`config.mk`:
```
export PLATFORM = sky130hd
export DESIGN_NAME = wr_burst_timing
export DESIGN_NICKNAME = d
export VERILOG_FILES = /design/src/wr_burst_pkg.sv /design/src/wr_burst_timing.sv
export SDC_FILE = /design/constraint.sdc
export NUM_CORES = 1
export LEC_CHECK = 0
export BUFFER_PORTS_ARGS = -buffer_cell sky130_fd_sc_hd__clkbuf_2
export CORE_MARGIN = 10
export CORE_UTILIZATION = 55
export CTS_CLUSTER_DIAMETER = 80
export DETAILED_ROUTE_END_ITERATION = 7
export GPL_ROUTABILITY_DRIVEN = 0
export PLACE_DENSITY = 0.82
export SLEW_MARGIN = 15
export SYNTH_ARGS = -nofsm -noshare
export SYNTH_HDL_FRONTEND = slang
export SYNTH_SLANG_ARGS = --single-unit
export TNS_END_PERCENT = 50
```
`constraint.sdc`:
```
create_clock -name core_clk -period 8.6 [get_ports core_clk]
set_input_delay 0.43 -clock core_clk [delete_from_list [all_inputs] [get_ports core_clk]]
set_output_delay 0.43 -clock core_clk [all_outputs]
set_load 0.02 [all_outputs]
```
`src/wr_burst_pkg.sv`:
```
// Constants for the write burst timing block.
// Assumes a single core clock and mode settings held stable between writes.
package wr_burst_pkg;
    // Burst length field encodings
    localparam logic [1:0] BL_FIXED8 = 2'h0;
    localparam logic [1:0] BL_OTF = 2'h1;
    localparam logic [1:0] BL_FIXED4 = 2'h2;
    // Data clocks per burst (two beats per clock)
    localparam logic [2:0] CLKS_BL8 = 3'h4;
    localparam logic [2:0] CLKS_BC4 = 3'h2;
    localparam logic [2:0] CLKS_CRC = 3'h1;
    // Command delay line depth, enough for write latency plus parity latency
    localparam int LINE_DEPTH = 32;
    // Synchroniser stages on the command pins
    localparam int SYNC_STAGES = 2;
    // Command spacings with write CRC on
    localparam logic [3:0] GAP_CRC_1T = 4'h5;
    localparam logic [3:0] GAP_CRC_2T = 4'h7;
    localparam logic [3:0] GAP_BAD_2T = 4'h6;
    // Write latency value that the long preamble may not use
    localparam logic [4:0] CWL_BAD_2T = 5'h09;
    // Reset values
    localparam logic [2:0] CNT_RST = 3'h0;
    localparam logic [4:0] REC_RST = 5'h00;
    localparam logic [3:0] GAP_RST = 4'hF;
endpackage

```
`src/wr_burst_timing.sv`:
```
// Write path burst and recovery timing of the memory device.
// Assumes command pins arrive asynchronously and mode settings are static.
// How it works
// - Burst field 1:0 forces four-beat chop.
// - Field 0:1 with A12 low gives chop.
// - Field 0:0, or 0:1 with A12 high, eight.
// - Recovery counts from edge after last beat.
// - DBI without CRC selects DBI recovery values.
// - CRC with short preamble allows spacing five.
// - Long preamble flags write spacing six.
`timescale 1ns/1ns
`default_nettype none
module wr_burst_timing (
    // Clock and reset
    input wire logic core_clk,
    input wire logic nrst,
    // Mode settings
    input wire logic [1:0] burst_mode,
    input wire logic [4:0] cwl,
    input wire logic [2:0] parity_lat,
    input wire logic crc_en,
    input wire logic dbi_en,
    input wire logic pre_2t,
    input wire logic [4:0] wr_rec,
    input wire logic [4:0] wr_rec_dbi,
    input wire logic [4:0] wtr,
    input wire logic [4:0] wtr_dbi,
    // Command pins
    input wire logic wr_cmd_pin,
    input wire logic a12_pin,
    input wire logic ap_pin,
    // Status
    output logic data_capture,
    output logic burst_bc4,
    output logic burst_end,
    output logic rec_busy,
    output logic wtr_busy,
    output logic auto_pre_start,
    output logic gap_err,
    output logic cwl_err
);
    // Synchroniser stages for cmd, a12, ap
    logic [2:0] sync1;
    logic [2:0] sync2;
    // Delay line of valid, chop, auto precharge
    logic [wr_burst_pkg::LINE_DEPTH-1:0] line_v, line_c, line_a;
    logic [wr_burst_pkg::LINE_DEPTH-1:0] next_line_v, next_line_c, next_line_a;
    // Burst state
    logic [2:0] cnt, next_cnt;
    logic next_capture, next_bc4, next_end, cur_ap, next_cur_ap;
    // Recovery state
    logic [4:0] rec_cnt, next_rec_cnt, wtr_cnt, next_wtr_cnt;
    logic rec_ap, next_rec_ap, next_auto_pre;
    // Spacing state
    logic [3:0] gap, next_gap;
    logic next_gap_err, next_cwl_err;
    // Decodes
    logic cmd, a12, ap, is_bc4, start, last;
    logic [5:0] tap;
    logic [4:0] rec_val, wtr_val;

    // Chop decision for one write from field and A12
    function automatic logic chop(input logic [1:0] mode, input logic a12_in);
        chop = (mode == wr_burst_pkg::BL_FIXED4) ||
               (mode == wr_burst_pkg::BL_OTF && !a12_in);
    endfunction

    // Two-stage synchroniser on pins
    always_ff @(posedge core_clk) begin
        if (!nrst) begin
            sync1 <= 3'h0;
            sync2 <= 3'h0;
        end else begin
            sync1 <= {ap_pin, a12_pin, wr_cmd_pin};
            sync2 <= sync1;
        end
    end

    // Combinational decodes
    always_comb begin
        cmd = sync2[0];
        a12 = sync2[1];
        ap = sync2[2];
        is_bc4 = chop(burst_mode, a12);
        // Parity latency extends write latency
        tap = 6'({1'b0, cwl} + {3'h0, parity_lat} - 6'h02);
        start = line_v[tap[4:0]];
        last = (cnt == 3'h1) && !start;
        // DBI values only when CRC is off
        rec_val = (dbi_en && !crc_en) ? wr_rec_dbi : wr_rec;
        wtr_val = (dbi_en && !crc_en) ? wtr_dbi : wtr;
    end

    // Next state of the delay line and burst
    always_comb begin
        next_line_v = {line_v[wr_burst_pkg::LINE_DEPTH-2:0], cmd};
        next_line_c = {line_c[wr_burst_pkg::LINE_DEPTH-2:0], is_bc4};
        next_line_a = {line_a[wr_burst_pkg::LINE_DEPTH-2:0], ap};
        next_cnt = cnt;
        next_bc4 = burst_bc4;
        next_cur_ap = cur_ap;
        if (start) begin
            // Burst length plus one clock when CRC is on
            next_cnt = (line_c[tap[4:0]] ? wr_burst_pkg::CLKS_BC4
                        : wr_burst_pkg::CLKS_BL8)
                       + (crc_en ? wr_burst_pkg::CLKS_CRC : 3'h0);
            next_bc4 = line_c[tap[4:0]];
            next_cur_ap = line_a[tap[4:0]];
        end else if (cnt != 3'h0) begin
            next_cnt = cnt - 3'h1;
        end
        next_capture = (next_cnt != 3'h0);
        next_end = last;
    end

    // Registers for delay line and burst
    always_ff @(posedge core_clk) begin
        if (!nrst) begin
            line_v <= '0;
            line_c <= '0;
            line_a <= '0;
            cnt <= wr_burst_pkg::CNT_RST;
            data_capture <= 1'b0;
            burst_bc4 <= 1'b0;
            burst_end <= 1'b0;
            cur_ap <= 1'b0;
        end else begin
            line_v <= next_line_v;
            line_c <= next_line_c;
            line_a <= next_line_a;
            cnt <= next_cnt;
            data_capture <= next_capture;
            burst_bc4 <= next_bc4;
            burst_end <= next_end;
            cur_ap <= next_cur_ap;
        end
    end

    // Next state of recovery and turnaround counters
    always_comb begin
        next_rec_cnt = rec_cnt;
        next_wtr_cnt = wtr_cnt;
        next_rec_ap = rec_ap;
        next_auto_pre = 1'b0;
        if (last) begin
            // Counting begins at the edge after the last data clock
            next_rec_cnt = rec_val;
            next_wtr_cnt = wtr_val;
            next_rec_ap = cur_ap;
        end else begin
            if (rec_cnt != 5'h00) begin
                next_rec_cnt = rec_cnt - 5'h01;
                // Internal precharge once recovery has elapsed
                if (rec_cnt == 5'h01 && rec_ap) begin
                    next_auto_pre = 1'b1;
                    next_rec_ap = 1'b0;
                end
            end
            if (wtr_cnt != 5'h00) begin
                next_wtr_cnt = wtr_cnt - 5'h01;
            end
        end
    end

    // Registers for recovery
    always_ff @(posedge core_clk) begin
        if (!nrst) begin
            rec_cnt <= wr_burst_pkg::REC_RST;
            wtr_cnt <= wr_burst_pkg::REC_RST;
            rec_ap <= 1'b0;
            auto_pre_start <= 1'b0;
            rec_busy <= 1'b0;
            wtr_busy <= 1'b0;
        end else begin
            rec_cnt <= next_rec_cnt;
            wtr_cnt <= next_wtr_cnt;
            rec_ap <= next_rec_ap;
            auto_pre_start <= next_auto_pre;
            rec_busy <= (next_rec_cnt != 5'h00);
            wtr_busy <= (next_wtr_cnt != 5'h00);
        end
    end

    // Next state of the spacing checks
    always_comb begin
        next_gap = gap;
        next_gap_err = 1'b0;
        if (cmd) begin
            next_gap = 4'h1;
            // Spacing of six is illegal with the long preamble
            next_gap_err = pre_2t && (gap == wr_burst_pkg::GAP_BAD_2T);
        end else if (gap != wr_burst_pkg::GAP_RST) begin
            next_gap = gap + 4'h1;
        end
        // Latency nine is illegal with the long preamble
        next_cwl_err = pre_2t && (cwl == wr_burst_pkg::CWL_BAD_2T);
    end

    // Registers for spacing checks
    always_ff @(posedge core_clk) begin
        if (!nrst) begin
            gap <= wr_burst_pkg::GAP_RST;
            gap_err <= 1'b0;
            cwl_err <= 1'b0;
        end else begin
            gap <= next_gap;
            gap_err <= next_gap_err;
            cwl_err <= next_cwl_err;
        end
    end
endmodule // wr_burst_timing
`default_nettype wire

```
==> Flow_metrics.wiki <==
{| class="wikitable"
! Metric !! Value
|-
| Filler Cells Inserted || between 700 and 800
|-
| Maximum fanout count along the critical path || 12
|-
| Area of the mapped netlist || approximately 0.0056 mm2
|-
| Total detailed-routing wirelength || roughly 11 mm
|-
| Number of antenna violations at the first check in global routing || 0
|-
| Initial core utilization || 0.565
|-
| MaxCap Viol Count || 0
|-
| Proportion of register bits with asynchronous set or reset after synthesis || 0
|-
| Count of warnings emitted by yosys || 0
|-
| Number of iterations in the first detailed-routing pass || 6
|-
| Cells along the critical path || clkbuf_2, inv_1, ha_1, inv_1, ha_1, fa_1, xor2_2, nand3_1, and4_1, a22oi_4, mux2_4
|-
| Count of buffers added by post-CTS timing repair for setup || 0
|-
| Remaining routing DRC violations || 0
|-
| Post-CTS sizing || 0
|-
| Crit path time final || ~3.1 ns
|-
| Layout-stage area growth over the synthesis result || 15.5%
|-
| Number of failing setup endpoints in the final timing report || 0
|-
| Antenna diodes || 0
|-
| Highest ir drop seen on vdd || 114 uV
|-
| Std-Cell Core Area || between 0.009 and 0.01 mm2
|-
| Arrival time worst endpoint || around 3.5 ns
|-
| Clock insertion delay at the later pin of the skew report || 0.51 ns
|-
| Share of cells above drive strength 1 || 0.175
|-
| DRT antenna net count || 0
|-
| Number of buffers inserted for hold repair after clock tree synthesis || 0
|-
| Clock root cell || sky130_fd_sc_hd__clkbuf_8
|-
| Length of routed wiring on met1 || approximately 4.8 mm
|-
| Clock tree skew after final layout || 0.00961 ns
|-
| Type of the worst min-delay path || in -> reg
|-
| I/O Pins || 46
|-
| Count of state elements after synthesis || roughly 130
|-
| Total routing resource utilization after global routing || 0.160
|-
| Summed negative setup slack over all endpoints || 0 ns
|-
| Maximum number of pins on one net before global-route repair || 131
|-
| Max Used Layer || met4
|-
| Relative slew margins || 0.334
|-
| Final number of hold-violating endpoints || 0
|-
| Critical path launch point type || primary input
|-
| Mapped Cells || 498
|-
| Clock tree from TritonCTS || built
|-
| Total congestion overflow after global routing || 0
|-
| FF+latch area || 0.00258 mm2
|-
| Total Die Area || around 0.015 mm2
|-
| Layout Nets || between 500 and 600
|-
| Wire length of the first global-routing pass || 18.9 mm
|-
| Wire length on met3 || 712 um
|-
| Chip Width || between 100 and 150 um
|-
| Vias per inst || roughly 5.6
|-
| Per-instance average area after synthesis || 11.2 um2
|-
| Crit share post-route || 0.358
|-
| Delay of the slowest cell on the worst path || 0.66 ns
|-
| Setup Crit Path Kind || in -> reg
|-
| H-Tree Level Count || 4
|-
| Clock Sinks || 129
|-
| Req. time, crit path || around 9.0 ns
|-
| Number of flops mapped to enable cells by yosys || 0
|-
| Power density cells || between 200 and 300 mW/mm2
|-
| Ys flop type || sky130_fd_sc_hd__dfxtp_1
|-
| Reg clk slew, reported paths || approximately 0.060 ns
|-
| Multi-input logic area || roughly 0.0027 mm2
|-
| Outcome || completed
|-
| Via count of the first global-routing pass || just under 4k
|-
| Number of slew-limit violations in the final report || 0
|-
| FP Rows || 36
|-
| Endpoint type of the worst setup path || register
|-
| Yosys cell types || 53
|-
| Share of the yosys chip area belonging to registers || 0.465
|-
| Length of routed met2 wiring || about 5.6 mm
|-
| Cell type of the slowest stage on the worst timing path || sky130_fd_sc_hd__xor2_2
|-
| Total via count in the routed design || around 3.8k
|-
| Syn_nets || between 500 and 600
|-
| Number of buffers inserted during clock tree synthesis || 17
|-
| Transition at the pin with the smallest max-transition slack || between 0.9 and 1 ns
|-
| Number of buffers on the longest clock path || 2
|-
| Timing-limited maximum frequency || approximately 320 MHz
|-
| Starting DRT DRC Count || 300
|-
| Post-placement worst setup slack || ~5 ns
|-
| Leakage component of the power || roughly 0.0028 uW
|-
| Half-perimeter wire length after placement || 7.21 mm
|-
| Unrepaired setup endpoints after global routing || false
|-
| Post-layout worst setup margin || ~5.5 ns
|-
| Die Y || 120 um
|-
| Average wire length per cell after detail routing || 16.5 um
|-
| Port buffer count || 45
|-
| Min Hold Slack || around 0.11 ns
|}
## power by group
group	internal, uW	switching [uW]	total, uW
clock	503	253	755
sequential	644	39.9	683
combinational	186	239	426
## worst max-delay path, delay by kind of cell
family | cells | cell delay [ns]
AOI/OAI and AO/OA | 1 | 0.40
xor gates and xnor gates | 1 | 0.66
adders and majority gates | 3 | 0.93
buffers and inverters | 3 | 0.18
muxes | 1 | 0.33
and+or+nand+nor | 2 | 0.54
## placed cells by master (no fill, tap or decap), types with 2 or more instances in the layout
cell type / synthesis / routed
sky130_fd_sc_hd__mux4_2: 5 / 5
sky130_fd_sc_hd__a221oi_1: 2 / 2
sky130_fd_sc_hd__nand3_1: 22 / 22
sky130_fd_sc_hd__nand2_1: 22 / 22
sky130_fd_sc_hd__xnor2_1: 5 / 5
sky130_fd_sc_hd__clkbuf_8: 2 / 5
sky130_fd_sc_hd__a21oi_1: 6 / 6
sky130_fd_sc_hd__nand2b_1: 5 / 5
sky130_fd_sc_hd__inv_1: 25 / 25
sky130_fd_sc_hd__clkbuf_2: 0 / 44
sky130_fd_sc_hd__mux2_4: 3 / 3
sky130_fd_sc_hd__clkinv_4: 0 / 2
sky130_fd_sc_hd__ha_1: 17 / 17
sky130_fd_sc_hd__nor4_1: 3 / 3
sky130_fd_sc_hd__and4_1: 2 / 2
sky130_fd_sc_hd__bufinv_16: 0 / 4
sky130_fd_sc_hd__mux2i_1: 24 / 24
sky130_fd_sc_hd__o21ai_0: 13 / 13
sky130_fd_sc_hd__dfxtp_1: 129 / 129
sky130_fd_sc_hd__clkbuf_16: 0 / 16
sky130_fd_sc_hd__nor3_1: 10 / 10
sky130_fd_sc_hd__mux2_2: 6 / 6
sky130_fd_sc_hd__o41ai_1: 3 / 3
sky130_fd_sc_hd__mux4_1: 20 / 20
sky130_fd_sc_hd__clkbuf_1: 17 / 3
sky130_fd_sc_hd__nor2_1: 14 / 14
sky130_fd_sc_hd__a211oi_2: 2 / 2
sky130_fd_sc_hd__o211ai_1: 5 / 5
sky130_fd_sc_hd__buf_4: 1 / 2
sky130_fd_sc_hd__nand4_1: 5 / 5
sky130_fd_sc_hd__and2_1: 101 / 101
## flip-flops by register name (all words and copies together) (netlist names), 3 cells and up
register and flops:
gap 4, wtr_cnt 5, line_c 32, rec_cnt 5
sync1 3, line_v 32, cnt 3, line_a 32
sync2 3
## cell families after synthesis
family	after synthesis	synth area share
flip-flops	129	0.465
XOR/XNOR	7	0.0124
AO/OA/AOI/OAI	42	0.0570
buffers and inverters	52	0.0484
multiplexers	59	0.181
AND/OR/NAND/NOR	191	0.194
adder cells (fa/ha/maj)	18	0.0419
## worst paths after layout
kind | to | slack, ns | from | cells after the start
worst min register to register | sync2[2] | 0.43 | sync1[2] | 1
worst min-delay path | cwl_err | 0.11 | cwl[2] | 2
worst max-delay path | wtr_cnt[0] | 5.52 | cwl[1] | 11
worst max register to register | rec_busy | 6.46 | rec_cnt[0] | 7
## stage by stage
stage / util / instances / cell area, um2 / power (uW)
detailed placement: 0.589 / 651 / 5780 / 1110
CTS: 0.653 / 683 / 6410 / 1870
floorplan: - / 498 / 5550 / 1020
finish: 0.653 / 683 / 6410 / 1860
global placement: 0.589 / 651 / 5780 / 1080
global route: 0.653 / 683 / 6410 / 1960
## cell type report
cell class                 count  share of cell area
clock inverter                 8              0.0234
sequential                   129               0.403
tap                          133              0.0259
clock buffer                  24              0.0749
multi-input combinational    317               0.421
inverter                      25              0.0146
timing repair buffer          47              0.0374
## routing by layer
metal | global-route usage | vias up
li1 | - | 1828
met1 | 0.180 | 1833
met2 | 0.269 | 113
met3 | 0.0577 | 25
met4 | 0.0701 | 0
met5 | 0 | -
## synth_stat cells, types with 5 or more instances
cell	n	share of area
sky130_fd_sc_hd__nand2b_1	5	0.0056
sky130_fd_sc_hd__inv_1	25	0.017
sky130_fd_sc_hd__mux4_2	5	0.020
sky130_fd_sc_hd__nand2_1	22	0.015
sky130_fd_sc_hd__mux2i_1	24	0.043
sky130_fd_sc_hd__o21ai_0	13	0.012
sky130_fd_sc_hd__mux4_1	20	0.095
sky130_fd_sc_hd__dfxtp_1	129	0.47
sky130_fd_sc_hd__nor3_1	10	0.0090
sky130_fd_sc_hd__ha_1	17	0.038
sky130_fd_sc_hd__o211ai_1	5	0.0068
sky130_fd_sc_hd__nand4_1	5	0.0056
sky130_fd_sc_hd__and2_1	101	0.11
sky130_fd_sc_hd__nand3_1	22	0.020
sky130_fd_sc_hd__nor2_1	14	0.0095
sky130_fd_sc_hd__a21oi_1	6	0.0054
sky130_fd_sc_hd__xnor2_1	5	0.0079
sky130_fd_sc_hd__mux2_2	6	0.012
sky130_fd_sc_hd__clkbuf_1	17	0.011
Note: power is estimated with default switching activity, not from simulation.
